[config.mk]
export PLATFORM = sky130hd
export DESIGN_NAME = uasp_top
export DESIGN_NICKNAME = d
export VERILOG_FILES = /design/src/uasp_pkg.sv /design/src/uasp_top.sv
export SDC_FILE = /design/constraint.sdc
export NUM_CORES = 1
export LEC_CHECK = 0
export ABC_AREA = 1
export BUFFER_PORTS_ARGS = -buffer_cell sky130_fd_sc_hd__buf_2
export CAP_MARGIN = 15
export CORE_MARGIN = 1
export CORE_UTILIZATION = 40
export CTS_CLUSTER_DIAMETER = 100
export DETAILED_ROUTE_END_ITERATION = 16
export PLACE_DENSITY = 0.59
export SYNTH_ARGS = -nofsm -noshare
export SYNTH_HDL_FRONTEND = slang
export SYNTH_SLANG_ARGS = --single-unit
[constraint.sdc]
create_clock -name mclk -period 5.15 [get_ports mclk]
set_input_delay 0.515 -clock mclk [delete_from_list [all_inputs] [get_ports mclk]]
set_output_delay 0.515 -clock mclk [all_outputs]
set_load 0.01 [all_outputs]
[src/uasp_pkg.sv]
// Overview of operation
// - full duplex; each direction has a holding register apart from its shift register.
// - frames carry 7 or 8 data bits (word_len_8, reset 1) and one stop bit.
// - parity_en set adds a parity bit on transmit and checks it on receive.
// - parity_odd_sel selects odd parity when 1, even when 0, both directions.
// - clk_src_crystal_sel (format bit 7, reset 0) picks the crystal as baud source.
// - otherwise ext_clock_sel chooses between the RC oscillator and the external clock.
// - ten programmable rates from 300 to 153600 baud.
// - RC divided by 16 at baud_sel 111, halving per step; external divided by 32.
// - baud_sel sits in control bits 2..0 and resets to 101.
// - receive only while rx_en, transmit only while tx_en; both reset to 0.
// - rx_pad_invert inverts the receive pad, tx_pad_invert the transmit pad.
// - echo_en routes received line straight back onto the transmit line.
// - tx_holding_full sets on holding write, clears when the byte enters the shifter.
// - rx_holding_full sets on store, clears on data read; rx_active shows reception.
// - start, parity and frame errors show on receive status bits 5, 4, 3.
// - overrun_err holds until software writes anything to the receive status register.
// - two interrupt sources: receive holding full and transmit holding empty.
// - transmit event maps to priority line 1, receive event to line 0.
// - holding loads into shifter only after the previous word; tx_irq on full falling.
// - data words go out least significant bit first.
// - at stop bit store word, set full, raise rx_irq, flag overrun if unread.
// - echo output equals receive input xor both pad invert bits.
package uasp_pkg;
	// ----------------------------------------
	// register offsets
	// ----------------------------------------
	localparam logic [2:0] ADDR_CTRL = 3'h0;
	localparam logic [2:0] ADDR_FMT = 3'h1;
	localparam logic [2:0] ADDR_TXH = 3'h2;
	localparam logic [2:0] ADDR_TXS = 3'h3;
	localparam logic [2:0] ADDR_RXH = 3'h4;
	localparam logic [2:0] ADDR_RXS = 3'h5;
	// ----------------------------------------
	// field positions and reset values
	// ----------------------------------------
	localparam int CTRL_ECHO = 7;
	localparam int CTRL_RXEN = 6;
	localparam int CTRL_TXEN = 5;
	localparam int CTRL_RXINV = 4;
	localparam int CTRL_TXINV = 3;
	localparam int FMT_XTAL = 7;
	localparam int FMT_ODD = 2;
	localparam int FMT_PE = 1;
	localparam int FMT_WL8 = 0;
	localparam logic [7:0] CTRL_RST = 8'h05;
	localparam logic [7:0] FMT_RST = 8'h01;
	localparam logic [7:0] FMT_MASK = 8'hbf;
	// ----------------------------------------
	// baud counts in source ticks per bit
	// ----------------------------------------
	localparam logic [19:0] RC_BIT_TICKS = 20'h00010;
	localparam logic [19:0] EXT_BIT_TICKS = 20'h00020;
	localparam logic [19:0] XTAL_BIT_TICKS = 20'h0000e;
	// ----------------------------------------
	// types
	// ----------------------------------------
	typedef enum logic [2:0] {
		SER_IDLE = 3'h0,
		SER_START = 3'h1,
		SER_DATA = 3'h3,
		SER_PAR = 3'h2,
		SER_STOP = 3'h6
	} uasp_ser_t;
	typedef struct packed {
		logic [2:0] addr;
		logic [7:0] wdata;
		logic wr;
		logic rd;
	} uasp_bus_t;
	typedef struct packed {
		logic [7:0] line_control;
		logic [7:0] frame_format;
		logic [7:0] tx_hold;
		logic tx_full;
		uasp_ser_t tx_state;
		logic [7:0] tx_shift;
		logic tx_par;
		logic [2:0] tx_bits;
		logic [19:0] tx_cnt;
		logic tx_line;
		logic tx_irq;
		logic tx_pin;
		uasp_ser_t rx_state;
		logic [7:0] rx_shift;
		logic rx_par;
		logic [2:0] rx_bits;
		logic [19:0] rx_cnt;
		logic rx_serr;
		logic [7:0] rx_hold;
		logic rx_full;
		logic start_err;
		logic parity_err;
		logic frame_err;
		logic overrun_err;
		logic rx_irq;
		logic rx_s1;
		logic rx_s2;
		logic rx_prev;
		logic [7:0] rdata;
	} uasp_state_t;
endpackage

[src/uasp_top.sv]
`timescale 1ns/1ps
module uasp_top (
	// clock and reset
	input wire logic mclk,
	input wire logic resetn,
	// register port
	input wire uasp_pkg::uasp_bus_t bus,
	output logic [7:0] rdata,
	// baud sources, one-cycle enables
	input wire logic rc_tick,
	input wire logic ext_tick,
	input wire logic xtal_tick,
	input wire logic ext_clock_sel,
	// serial pads
	input wire logic rx_pin,
	output logic tx_pin,
	// interrupt manager, high priority lines 1 and 0
	output logic tx_irq,
	output logic rx_irq
);
	uasp_pkg::uasp_state_t q;
	uasp_pkg::uasp_state_t n;
	logic rx_in;
	logic src_tick;
	logic tx_exp;
	logic rx_exp;
	logic [19:0] period;
	logic [2:0] last_bit;
	logic wr_txh;
	logic rd_rxh;
	logic rx_done;

	// ----------------------------------------
	// helpers
	// ----------------------------------------
	function automatic logic [19:0] bit_period(input logic [7:0] fmt, input logic ext, input logic [2:0] br);
		logic [4:0] sh;
		logic [19:0] base;
		sh = 5'h00;
		base = uasp_pkg::RC_BIT_TICKS;
		if (fmt[uasp_pkg::FMT_XTAL]) begin
			base = uasp_pkg::XTAL_BIT_TICKS;
			sh = (br > 3'h3) ? 5'h00 : {2'b00, 3'h3 - br};
		end else begin
			base = ext ? uasp_pkg::EXT_BIT_TICKS : uasp_pkg::RC_BIT_TICKS;
			sh = {2'b00, 3'h7 - br} + {2'b00, fmt[5:3]};
		end
		bit_period = base << sh;
	endfunction

	function automatic logic parity_of(input logic [7:0] d, input logic [7:0] fmt);
		logic p;
		p = ^d[6:0];
		if (fmt[uasp_pkg::FMT_WL8]) begin
			p = p ^ d[7];
		end
		parity_of = p ^ fmt[uasp_pkg::FMT_ODD];
	endfunction

	// ----------------------------------------
	// baud source and shared decode
	// ----------------------------------------
	// source selection
	assign src_tick = q.frame_format[uasp_pkg::FMT_XTAL] ? xtal_tick : (ext_clock_sel ? ext_tick : rc_tick);
	// bit length from baud_sel and prescaler
	assign period = bit_period(q.frame_format, ext_clock_sel, q.line_control[2:0]);
	assign last_bit = q.frame_format[uasp_pkg::FMT_WL8] ? 3'h7 : 3'h6;
	assign rx_in = q.rx_s2 ^ q.line_control[uasp_pkg::CTRL_RXINV];
	assign tx_exp = src_tick && (q.tx_cnt <= 20'h00001);
	assign rx_exp = src_tick && (q.rx_cnt <= 20'h00001);
	assign wr_txh = bus.wr && (bus.addr == uasp_pkg::ADDR_TXH);
	assign rd_rxh = bus.rd && (bus.addr == uasp_pkg::ADDR_RXH);
	assign rx_done = rx_exp && (q.rx_state == uasp_pkg::SER_STOP) && q.line_control[uasp_pkg::CTRL_RXEN];

	always_comb begin
		n = q;
		n.tx_irq = 1'b0;
		n.rx_irq = 1'b0;
		n.rdata = 8'h00;
		n.rx_s1 = rx_pin;
		n.rx_s2 = q.rx_s1;
		n.rx_prev = rx_in;

		// ----------------------------------------
		// register writes
		// ----------------------------------------
		if (bus.wr) begin
			case (bus.addr)
				uasp_pkg::ADDR_CTRL: begin
					n.line_control = bus.wdata;
				end
				uasp_pkg::ADDR_FMT: begin
					n.frame_format = bus.wdata & uasp_pkg::FMT_MASK;
				end
				uasp_pkg::ADDR_TXH: begin
					n.tx_hold = bus.wdata;
				end
				uasp_pkg::ADDR_RXS: begin
					n.overrun_err = 1'b0;
				end
				default: begin
				end
			endcase
		end

		// ----------------------------------------
		// register reads
		// ----------------------------------------
		if (bus.rd) begin
			case (bus.addr)
				uasp_pkg::ADDR_CTRL: begin
					n.rdata = q.line_control;
				end
				uasp_pkg::ADDR_FMT: begin
					n.rdata = q.frame_format;
				end
				uasp_pkg::ADDR_TXH: begin
					n.rdata = q.tx_hold;
				end
				uasp_pkg::ADDR_TXS: begin
					n.rdata = {6'h00, q.tx_state != uasp_pkg::SER_IDLE, q.tx_full};
				end
				uasp_pkg::ADDR_RXH: begin
					n.rdata = q.rx_hold;
				end
				uasp_pkg::ADDR_RXS: begin
					n.rdata = {2'b00, q.start_err, q.parity_err, q.frame_err, q.overrun_err,
						q.rx_state != uasp_pkg::SER_IDLE, q.rx_full};
				end
				default: begin
					n.rdata = 8'h00;
				end
			endcase
		end
		// reading data empties the holding register
		if (rd_rxh) begin
			n.rx_full = 1'b0;
		end

		// ----------------------------------------
		// transmitter
		// ----------------------------------------
		if (src_tick && !tx_exp) begin
			n.tx_cnt = q.tx_cnt - 20'h00001;
		end
		if (tx_exp) begin
			n.tx_cnt = period;
		end
		case (q.tx_state)
			uasp_pkg::SER_IDLE: begin
				n.tx_line = 1'b1;
				// load only when the shifter is free
				if (q.tx_full && q.line_control[uasp_pkg::CTRL_TXEN]) begin
					n.tx_shift = q.tx_hold;
					n.tx_par = parity_of(q.tx_hold, q.frame_format);
					n.tx_full = 1'b0;
					n.tx_irq = 1'b1;
					n.tx_bits = 3'h0;
					n.tx_cnt = period;
					n.tx_line = 1'b0;
					n.tx_state = uasp_pkg::SER_START;
				end
			end
			uasp_pkg::SER_START: begin
				if (tx_exp) begin
					n.tx_line = q.tx_shift[0];
					n.tx_state = uasp_pkg::SER_DATA;
				end
			end
			uasp_pkg::SER_DATA: begin
				if (tx_exp) begin
					n.tx_shift = {1'b0, q.tx_shift[7:1]};
					n.tx_bits = q.tx_bits + 3'h1;
					n.tx_line = q.tx_shift[1];
					if (q.tx_bits == last_bit) begin
						if (q.frame_format[uasp_pkg::FMT_PE]) begin
							n.tx_line = q.tx_par;
							n.tx_state = uasp_pkg::SER_PAR;
						end else begin
							n.tx_line = 1'b1;
							n.tx_state = uasp_pkg::SER_STOP;
						end
					end
				end
			end
			uasp_pkg::SER_PAR: begin
				if (tx_exp) begin
					n.tx_line = 1'b1;
					n.tx_state = uasp_pkg::SER_STOP;
				end
			end
			uasp_pkg::SER_STOP: begin
				if (tx_exp) begin
					n.tx_state = uasp_pkg::SER_IDLE;
				end
			end
			default: begin
				n.tx_state = uasp_pkg::SER_IDLE;
			end
		endcase
		if (!q.line_control[uasp_pkg::CTRL_TXEN]) begin
			n.tx_state = uasp_pkg::SER_IDLE;
			n.tx_line = 1'b1;
		end
		// a write refills the holding register, winning over the load
		if (wr_txh) begin
			n.tx_full = 1'b1;
		end
		if (q.line_control[uasp_pkg::CTRL_ECHO]) begin
			n.tx_pin = q.rx_s2 ^ q.line_control[uasp_pkg::CTRL_RXINV] ^ q.line_control[uasp_pkg::CTRL_TXINV];
		end else begin
			n.tx_pin = n.tx_line ^ q.line_control[uasp_pkg::CTRL_TXINV];
		end

		// ----------------------------------------
		// receiver
		// ----------------------------------------
		if (src_tick && !rx_exp) begin
			n.rx_cnt = q.rx_cnt - 20'h00001;
		end
		if (rx_exp) begin
			n.rx_cnt = period;
		end
		case (q.rx_state)
			uasp_pkg::SER_IDLE: begin
				if (q.line_control[uasp_pkg::CTRL_RXEN] && q.rx_prev && !rx_in) begin
					n.rx_cnt = {1'b0, period[19:1]};
					n.rx_bits = 3'h0;
					n.rx_state = uasp_pkg::SER_START;
				end
			end
			uasp_pkg::SER_START: begin
				if (rx_exp) begin
					n.rx_serr = rx_in;
					n.rx_state = uasp_pkg::SER_DATA;
				end
			end
			uasp_pkg::SER_DATA: begin
				if (rx_exp) begin
					n.rx_shift = {rx_in, q.rx_shift[7:1]};
					n.rx_bits = q.rx_bits + 3'h1;
					if (q.rx_bits == last_bit) begin
						n.rx_state = q.frame_format[uasp_pkg::FMT_PE] ? uasp_pkg::SER_PAR : uasp_pkg::SER_STOP;
					end
				end
			end
			uasp_pkg::SER_PAR: begin
				if (rx_exp) begin
					n.rx_par = rx_in;
					n.rx_state = uasp_pkg::SER_STOP;
				end
			end
			uasp_pkg::SER_STOP: begin
				if (rx_exp) begin
					n.rx_state = uasp_pkg::SER_IDLE;
				end
			end
			default: begin
				n.rx_state = uasp_pkg::SER_IDLE;
			end
		endcase
		// store at stop bit, flag unread word
		if (rx_done) begin
			n.rx_hold = q.frame_format[uasp_pkg::FMT_WL8] ? q.rx_shift : {1'b0, q.rx_shift[7:1]};
			n.overrun_err = q.overrun_err | (q.rx_full & !rd_rxh);
			n.rx_full = 1'b1;
			n.rx_irq = 1'b1;
			n.start_err = q.rx_serr;
			n.frame_err = !rx_in;
			n.parity_err = q.frame_format[uasp_pkg::FMT_PE] &&
				(q.rx_par != parity_of(n.rx_hold, q.frame_format));
		end
		if (!q.line_control[uasp_pkg::CTRL_RXEN]) begin
			n.rx_state = uasp_pkg::SER_IDLE;
		end
	end

	always_ff @(posedge mclk or negedge resetn) begin
		if (!resetn) begin
			q <= '0;
			q.line_control <= uasp_pkg::CTRL_RST;
			q.frame_format <= uasp_pkg::FMT_RST;
			q.tx_line <= 1'b1;
			q.tx_pin <= 1'b1;
			q.rx_s1 <= 1'b1;
			q.rx_s2 <= 1'b1;
		end else begin
			q <= n;
		end
	end

	assign rdata = q.rdata;
	assign tx_pin = q.tx_pin;
	assign tx_irq = q.tx_irq;
	assign rx_irq = q.rx_irq;
endmodule

* Word level (Yosys, flattened, before mapping)
Index checks and enable logic that the tools add are counted.
Storage, ports and cells: memories 0, ROM bits 0, register bits 123, memory bits (writable) 0, latch bits 0, output and inout port bits 11, word-level logic and storage cells 183, input port bits 20
Cells by class: mux-type cells 59, reduce and logical (&&, ||, !) cells 43, shift-type cells 1, add/subtract/negate cells 7, multiply operators 0, equality and inequality tests 32, order comparisons 3, bitwise gates (word level) 9, div/mod/pow operators 0
Operators with widths (number):
- $mux W20 | 6
- $pmux W8 S6 | 1
- $mux W3 | 15
- $le A20 B1 Y1 const B | 2
- $sub A20 B1 Y20 const B | 2
- $mux W38 | 1
- $ne A3 B3 Y1 const B | 12
- $pmux W3 S5 | 2
- $mux W23 | 1
- $mux W11 | 2
- $mux W1 | 21
- $shl A20 B5 Y20 | 1
- $eq A3 B2 Y1 const B | 6
- $mux W6 | 3
- $reduce_and A2 Y1 | 9
- $mux W8 | 2
- $pmux W8 S2 | 1
- $reduce_bool A2 Y1 | 7
- $reduce_xor A7 Y1 | 2
- $eq A3 B3 Y1 const B | 4
- $logic_and A1 B1 Y1 | 12
- $pmux W3 S2 | 2
- $reduce_and A6 Y1 | 2
- $eq A3 B1 Y1 const B | 3
- other kinds (17) | 35

* Logic depth before layout (Yosys ltp)
Gate-level depths: netlist of run 1.
word-level depth 12, mapped depth 14

* Worst setup path after synthesis of run 1
No wires, ideal clock.
path kind reg2reg, from register q[116] (netlist bit), to register q[83] (netlist bit), path buffers 0, path slack 3.042 ns, arrival time 2.027 ns, clock period less this slack 2.108 ns, stages on the path, launching flop included 12, required time 5.069 ns, path through dfstp_2 > inv_1 > ha_1 > inv_1 > fa_1 > nand2_1 > nand2_1 > inv_1 > nand2_1 > nor3_1 > nor2_1 > a31oi_2
RTL lines:
- from (decl) | line uasp_top.sv:21 | uasp_pkg::uasp_state_t q;
- from (signal assigned) | line uasp_top.sv:288 | q <= n;

==> impl_metrics.toml, run 1 <==
[timing]
clock_skew_ns = 0.00963
slew_headroom = 0.498
post-route-period-util = 0.486
hold_ws_ns = 0.135
min_period_ns = 2.50
max_freq_ghz = 0.399
drv_slew = 0
tightest_slew_ns = 0.750
setup_viol = 0
final-hold-violation-count = 0
finalSetupTns_ns = 0
rsz0062_at_grt = "no"

[yosys]
yosys_warnings = 0
yosys-top-cells-area = "dfrtp_1, nand2_1, nor2_1"
synth.net_count = 1044
synth.distinct_cells = 51
syn_avg_cell_area_um2 = 7.55
yosysTopAreaCell = "dfrtp_1"
syn_area_um2 = 7660
ys_seq_area_frac = 0.403
synth.top_cells.by_count = "nand2_1, dfrtp_1, nor2_1, inv_1, o21ai_0"
synth-edff-count = 0
synth_cells = 1014
synth_top_area_share = 0.379
synth.most_common_cell = "nand2_1"
ys_ff_latch = 123
synthArstFlopShare = 1.00
synth_flop_cell = "dfrtp_1"

[floorplan]
core_area_um2 = 18800
rows = 50
ioPinCount = 31
die_w_um = 140
start_util = 0.408
die_h_um = 140
die-area_um2 = 19700

[global_route]
grt_overflow_total = 0
grt_pass1_wl_mm = 32.5
grt_usage = 0.214
grt_max_degree = 78
antenna_found_initial = 0
grt_pass1_vias = 6189

[clock_network]
clockBufferDepth = 2
clock_latency_ns = 0.43
cts_tree = "yes"
clock_sinks = 123
hold_buffers = 0
clk_pin_slew_ns = 0.06
cts.root.buffer_cell = "clkbuf_16"
cts_htree_levels = 4
post-cts-setup-buffers = 0
cts_buffers = 17
cts-resized-gates = 0

[job]
maxCapViolations = 0

[placed_design]
dp_cells = 1246
place_congestion = 0.922
portBuffers = 30
dp_hpwl_mm = 14.5

[route]
detail_route.vias_per_cell = 5.14
drtAntennaViolNets = 0
drt_wl_total_mm = 19.7
first_iter_violations = 525
wl_per_cell_um = 15.4
firstDrtPassIters = 5
drcViolationCount = 0
num_vias = 6564

[power_and_ir_drop]
p_seq_frac = 0.345
switching_share = 0.425
ir_worst_vdd_uv = 281
p_switching_w = 0.00184
power.density_nw_per_um2 = 511
p_int_w = 0.00249
combPwrFrac = 0.376
leakage_nw = 4.01
clockPowerShare = 0.279
p_total_w = 0.00432

[setup_path]
rrSetupSlack_ns = 2.65
cp-end-kind = "register"
critical_path_arrival_ns = 2.85
cp-endpoint = "q[45]"
path_max_fanout = 5
path_class = "reg -> reg"
r2r_cells = 11
worstSetupStartpoint = "q[116]"
worstPathRequired_ns = 5.50
start_kind = "register"
timing.rr.start = "q[116]"
worstReg2RegEnd = "q[45]"

[layout]
fillers = 1927
final_nets = 1061
area_growth_pct = 10.4
drive_above_1_share = 0.132
final_cells = 1278
seq_area_um2 = 3090
multiInputGateArea_um2 = 3880
antenna_cells = 0

[min_path]
hold_class = "in -> async"

[outcome]
outcome = "finished clean"
## cell families after synthesis
group | Yosys count | share of synthesized area
flops | 123 | 0.403
compound gates | 177 | 0.136
mux | 1 | 0.00147
xor+xnor | 52 | 0.0604
simple gates | 503 | 0.292
buf+inv | 148 | 0.0903
fa+ha+maj | 10 | 0.0173
## layer usage
layer	vias to the layer above	part of all wire	track usage
li1	3308	-	-
met1	3072	0.49	0.297
met2	157	0.45	0.330
met3	27	0.043	0.0444
met4	0	0.019	0.0700
met5	-	0	0
## worst min path at each step
stage | from | end | slack (ns) | depth (start not counted)
global route | rx_pin | n[9] | 0.16 | 1
finish | resetn | q[36] | 0.14 | 1
global placement | n[9] | q[9] | 0.35 | 0
CTS | rx_pin | n[9] | 0.16 | 1
floorplan | resetn | q[100] | 0.22 | 0
detailed placement | n[9] | q[9] | 0.35 | 0
## sequential cells by signal, summed over array words and instances, names as in the netlist
signal,flops
n,1
tx_irq,1
q,111
rdata,8
tx_pin,1
rx_irq,1
## cell usage in the layout, fill, tap and decap left out, types with 3 or more instances in the layout
| cell | synthesis | layout |
|---|---|---|
| clkbuf_16 | 0 | 17 |
| nor3_1 | 7 | 7 |
| a21oi_1 | 30 | 30 |
| o21ai_0 | 74 | 74 |
| o21ai_2 | 5 | 5 |
| a22oi_1 | 4 | 4 |
| nand2_2 | 6 | 6 |
| nand2_4 | 4 | 4 |
| o21ai_1 | 20 | 20 |
| inv_1 | 102 | 102 |
| nor2_4 | 6 | 6 |
| nand3_1 | 52 | 52 |
| nor2_1 | 108 | 108 |
| xnor2_1 | 20 | 20 |
| ha_1 | 9 | 9 |
| nand2_1 | 283 | 283 |
| clkbuf_8 | 0 | 3 |
| nor2_2 | 14 | 14 |
| inv_6 | 0 | 8 |
| dfstp_2 | 7 | 7 |
| a31oi_1 | 24 | 24 |
| buf_2 | 9 | 29 |
| inv_2 | 9 | 9 |
| o22ai_1 | 3 | 3 |
| xor2_1 | 31 | 31 |
| a221oi_1 | 3 | 3 |
| nand3_2 | 3 | 3 |
| nand4_1 | 9 | 9 |
| dfrtp_1 | 116 | 116 |
## critical path, stage by stage, from the launching register on
cell     delay (ns)
dfstp_2        0.55
inv_1          0.04
ha_1           0.18
inv_1          0.07
fa_1           0.42
nand2_1        0.08
nand2_1        0.10
inv_1          0.14
nand2_1        0.14
nor3_1         0.41
o21ai_0        0.15
a21oi_1        0.14
## stage by stage
| stage | worst slack, ns | util | instance area (um2) |
|---|---|---|---|
| 2_1_floorplan | 3.04 | - | 7660 |
| 5_1_grt | 2.43 | 0.451 | 8460 |
| 6_report | 2.65 | 0.451 | 8460 |
| 4_1_cts | 2.65 | 0.451 | 8460 |
| 3_3_place_gp | 2.72 | 0.419 | 7870 |
| 3_5_place_dp | 2.67 | 0.419 | 7870 |
## layout make-up
type	instances	share of cell area
timing repair buffer	32	0.0203
multi-input combinational	743	0.459
clock inverter	12	0.0146
sequential	123	0.365
tap	234	0.0346
clock buffer	20	0.0552
inverter	114	0.0512
## power groups by stage
| stage | clock [W] | sequential [W] | combinational (W) |
|---|---|---|---|
| after CTS | 0.00123 | 0.00149 | 0.00162 |
| after global routing | 0.00128 | 0.00152 | 0.00185 |
| after floorplan | 0 | 0.00140 | 0.00132 |
| final | 0.00121 | 0.00149 | 0.00162 |
| after global placement | 0 | 0.00150 | 0.00160 |
| after detailed placement | 0 | 0.00150 | 0.00161 |
(Power assumes the default switching activity.)
==> run 2, diff against run 1 <==
- ABC_AREA: 1 -> 0
- PLACE_DENSITY: 0.59 -> 0.61
- clock period: 5.15 -> 2.2 ns (I/O delays scaled with it)
==> impl_metrics.toml, run 2 <==
[outcome]
outcome = "finished, violations left"
violations = "negative setup slack"

[placed_design]
portBuffers = 30
dp_cells = 1071
dp_hpwl_mm = 13.8
dp_slack_ns = -0.298
place_congestion = 0.910

[power_and_ir_drop]
ir_worst_vdd_uv = 754
leakage_nw = 4.35
power.density_nw_per_um2 = 1080

[setup_path]
cp-end-kind = "register"
crit_top_cell = "inv_2"
path_class = "reg -> reg"
path_max_fanout = 4
critical_path_arrival_ns = 2.81
worstPathCellList = "inv_2, ha_4, inv_2, fa_1, buf_6, nand3b_1, or3_4, a21oi_4, a21oi_2, a21oi_1"
cp_slowest_stage_delay_ns = 0.54
cp_top_family = "adder cells"
path_buf_inv = 3
start_kind = "register"
slowest_stage = "dfstp_2"
worstPathRequired_ns = 2.54

[layout]
largest_reg_flops = 111
mostFrequentLayoutCells = "dfrtp_1, buf_4, nand2_1"
antenna_cells = 0
drive_above_1_share = 0.434
final_cells = 1144
layout_commonest_cell = "dfrtp_1"
top_register = "q"
area_growth_pct = 45.4
final_util = 0.603
fillers = 1337
final_nets = 941

[clock_network]
cts_tree = "yes"
clock_latency_ns = 0.42
cts_htree_levels = 4
clock_sinks = 123
clk_pin_slew_ns = 0.06
clockBufferDepth = 2
cts.root.buffer_cell = "clkbuf_16"
cts_buffers = 17

[job]
maxCapViolations = 0

[global_route]
grt_usage = 0.235
grt_overflow_total = 0
grt_max_degree = 49
antenna_found_initial = 0
grt_pass1_wl_mm = 32.6
grt_pass1_vias = 6242

[timing]
setup_viol = 78
setup_ws_ns = -0.271
slew_headroom = 0.520
clock_skew_ns = 0.0130
finalSetupTns_ns = -9.89
final-hold-violation-count = 0
drv_slew = 0
rsz0062_at_grt = "yes"
tightest_slew_ns = 0.719
post-route-period-util = 1.12
max_freq_ghz = 0.405
min_period_ns = 2.47

[yosys]
yosysTopAreaCell = "dfrtp_1"
yosys-top-cells-area = "dfrtp_1, xnor2_1, nand2_1"
synth.distinct_cells = 70
synthArstFlopShare = 1.00
ys_ff_latch = 123
synth.most_common_cell = "dfrtp_1"
syn_avg_cell_area_um2 = 9.23
synth_cells = 753
ys_seq_area_frac = 0.444
yosys_warnings = 0
synth-edff-count = 0
synth.net_count = 783
synth_flop_cell = "dfrtp_1"
synth.top_cells.by_count = "dfrtp_1, nand2_1, nor2_1, a21oi_1, xnor2_1"
synth_top_area_share = 0.418
syn_area_um2 = 6950

[route]
wl_per_cell_um = 18.2
drcViolationCount = 0
firstDrtPassIters = 7
num_vias = 6423
drtAntennaViolNets = 0
detail_route.vias_per_cell = 5.61
drt_wl_total_mm = 20.9
first_iter_violations = 376

[floorplan]
die-area_um2 = 17900
start_util = 0.415
ioPinCount = 31
core_area_um2 = 16800
die_w_um = 134
die_h_um = 134
rows = 47

[min_path]
hold_class = "in -> reg"
run 2: cell count changes after synthesis, moves of 21 or more:
cell      change
nand2_1     -193
o21ai_0      -37
mux2_2       +21
nor2_1       -35
xor2_1       -25
nand3_1      -29
clkbuf_1     +23
inv_1        -90
mux2i_1      +31
xnor2_1      +25
run 2: report_power, final:
group          switching (W)  internal [W]  leakage, nW  total [W]
clock network        0.00112       0.00161        0.272    0.00272
logic                0.00246       0.00237         2.49    0.00483
registers           0.000517       0.00283         1.59    0.00334
run 2: metal layers:
metal / up-vias / global-route usage / routed length, um
met1: 3183 / 0.309 / 9290
li1: 2993 / - / -
met5: - / 0 / 0
met3: 53 / 0.0563 / 935
met4: 0 / 0.0896 / 547
met2: 194 / 0.376 / 10100
run 2: timing repair:
item / CTS / global route
pin swaps: 61 / 53
hold buffers: 2 / 0
cloned: 7 / 0
endpoints found under the setup margin: 85 / 85
buffers inserted: 24 / 14
hold endpoints to repair: 32 / 0
gates resized for setup: 156 / 87
run 2: area by class of cell:
type                    instances  area [um2]  area share
multi-input cells             569        4440       0.439
flip-flops and latches        123        3090       0.305
repair buffers                187        1680       0.166
clock buffers                  18         439      0.0435
well taps                     220         275      0.0272
clock inverters                14         138      0.0136
inverters                      13        48.8     0.00483
run 2: metrics by stage:
stage                     power [W]  hold slack, ns  instance area [um2]
after floorplan             0.00548         -0.0756                 7050
after global placement      0.00694           0.225                 8150
after detailed placement    0.00705           0.229                 8150
after CTS                    0.0104          0.0332                 9660
after global routing         0.0115          0.0400                10100
final                        0.0109          0.0434                10100
run 2: path summary, 6_finish.rpt:
| kind | from | end | slack [ns] | cells past startpoint |
|---|---|---|---|---|
| setup / recovery | q[116] | q[38] | -0.27 | 10 |
| hold / removal | bus[8] | q[106] | 0.04 | 2 |
| setup reg to reg | q[116] | q[38] | -0.27 | 10 |
| hold reg to reg | n[9] | q[9] | 0.36 | 0 |
| max in group asynchronous | resetn | q[53] | 1.15 | 3 |
| min in group asynchronous | resetn | q[43] | 0.32 | 2 |
run 2: kinds of logic after synthesis:
kind of cell | count (synthesis) | share of synthesized area
DFF | 123 | 0.444
and+or+nand+nor | 295 | 0.210
AOI/OAI and AO/OA | 159 | 0.139
muxes | 54 | 0.0825
adders and majority gates | 10 | 0.0191
buffers and inverters | 61 | 0.0407
xor gates and xnor gates | 51 | 0.0643
==> run 3, diff against run 2 <==
- CORE_ASPECT_RATIO: default -> 0.9
==> impl_metrics.toml, run 3 (synthesis results as in run 2) <==
[outcome]
outcome = "finished, violations left"
violations = "negative setup slack"

[floorplan]
start_util = 0.410
core_area_um2 = 16900
die_w_um = 141
ioPinCount = 31
die_h_um = 127
die-area_um2 = 17900
rows = 45

[timing]
final-hold-violation-count = 0
setup_ws_ns = -0.248
post-route-period-util = 1.11
rsz0062_at_grt = "yes"
tightest_slew_ns = 0.730
max_freq_ghz = 0.409
setup_viol = 82
clock_skew_ns = 0.00648
slew_headroom = 0.511
min_period_ns = 2.45
drv_slew = 0

[placed_design]
post_dp_cell_area_um2 = 8150
place_congestion = 0.869
dp_cells = 1084
portBuffers = 30
dp_hpwl_mm = 13.5

[layout]
fillers = 1329
largest_reg_flops = 111
final_cells = 1145
area_growth_pct = 43.5
seq_area_um2 = 3090
antenna_cells = 0
mostFrequentLayoutCells = "dfrtp_1, buf_4, nand2_1"
drive_above_1_share = 0.423
final_util = 0.588
final_nets = 927
multiInputGateArea_um2 = 4410
top_register = "q"
design_area_um2 = 9970
layout_commonest_cell = "dfrtp_1"

[clock_network]
cts_tree = "yes"
cts_buffers = 17
clockBufferDepth = 2
clock_sinks = 123
cts_htree_levels = 4
cts.root.buffer_cell = "clkbuf_16"
clk_pin_slew_ns = 0.06
clock_latency_ns = 0.42

[power_and_ir_drop]
ir_worst_vdd_uv = 481
p_switching_w = 0.00399
leakage_nw = 4.39
p_int_w = 0.00699
power.density_nw_per_um2 = 1100
combPwrFrac = 0.437
switching_share = 0.363
p_seq_frac = 0.308
clockPowerShare = 0.255

[global_route]
grt_max_degree = 58
grt_overflow_total = 0
grt_pass1_vias = 6300
antenna_found_initial = 0
grt_pass1_wl_mm = 32.5
grt_usage = 0.233

[setup_path]
path_max_fanout = 6
cp-end-kind = "register"
worstReg2RegEnd = "q[48]"
r2r_cells = 8
worstPathRequired_ns = 2.54
start_kind = "register"
path_class = "reg -> reg"
timing.rr.start = "q[43]"
critical_path_arrival_ns = 2.78
rrSetupSlack_ns = -0.25

[route]
drt_wl_total_mm = 20.5
num_vias = 6347
drtAntennaViolNets = 0
first_iter_violations = 485
firstDrtPassIters = 5
drcViolationCount = 0
detail_route.vias_per_cell = 5.54
wl_per_cell_um = 17.9

[min_path]
holdPathStages = 2
worstHoldStart = "bus[8]"
min_to = "q[122]"
hold_class = "in -> reg"

[job]
maxCapViolations = 0
[run 3: worst max-delay path by stage]
stage / slack (ns) / to / cells past startpoint / from
after CTS: -0.22 / q[48] / 7 / q[43]
after floorplan: -0.16 / q[48] / 7 / q[33]
final: -0.25 / q[48] / 8 / q[43]
after global placement: -0.22 / q[25] / 7 / q[33]
after detailed placement: -0.24 / q[25] / 7 / q[33]
after global routing: -0.33 / q[17] / 11 / q[39]
[run 3: what timing repair did]
action	in CTS	in global routing
buffers inserted	7	15
setup endpoints to repair	84	86
pin swaps	54	66
hold buffers	2	0
hold endpoints to repair	33	0
cloned	5	3
resized for setup	114	107
[run 3: per-stage QoR]
stage          setup WS, ns  power, W  TNS, ns  hold WS, ns
3_5_place_dp         -0.244   0.00708   -11.78        0.235
2_1_floorplan        -0.160   0.00548    -5.27      -0.0756
4_1_cts              -0.224    0.0105    -8.78       0.0440
6_report             -0.248    0.0110    -9.78       0.0556
3_3_place_gp         -0.217   0.00693    -9.72        0.228
5_1_grt              -0.328    0.0115   -16.44       0.0436
[run 3: cell type report]
| class | instances | share of cell area |
|---|---|---|
| multi-input cells | 569 | 0.443 |
| flip-flops and latches | 123 | 0.310 |
| inverters | 13 | 0.00489 |
| well taps | 235 | 0.0295 |
| clock buffers | 20 | 0.0438 |
| clock inverters | 12 | 0.0148 |
| repair buffers | 173 | 0.155 |
[run 3: power by group through the flow]
stage / Combinational, W / Sequential (W) / Clock, W
4_1_cts: 0.00430 / 0.00332 / 0.00283
3_5_place_dp: 0.00376 / 0.00332 / 0
2_1_floorplan: 0.00222 / 0.00326 / 0
6_report: 0.00480 / 0.00338 / 0.00280
3_3_place_gp: 0.00364 / 0.00329 / 0
5_1_grt: 0.00515 / 0.00344 / 0.00294
[run 3: worst max-delay path, cell delays in order (launching register included)]
cell	delay, ns
dfrtp_1	0.38
or4_4	0.59
or4_4	0.49
nor3_4	0.21
buf_6	0.14
and3_4	0.20
buf_8	0.14
nand2_1	0.06
mux2i_1	0.14
[run 3: metal layers]
metal,part of all wire,GRT usage
met2,0.50,0.391
met3,0.044,0.0424
met4,0.016,0.0735
met5,0,0
met1,0.45,0.307
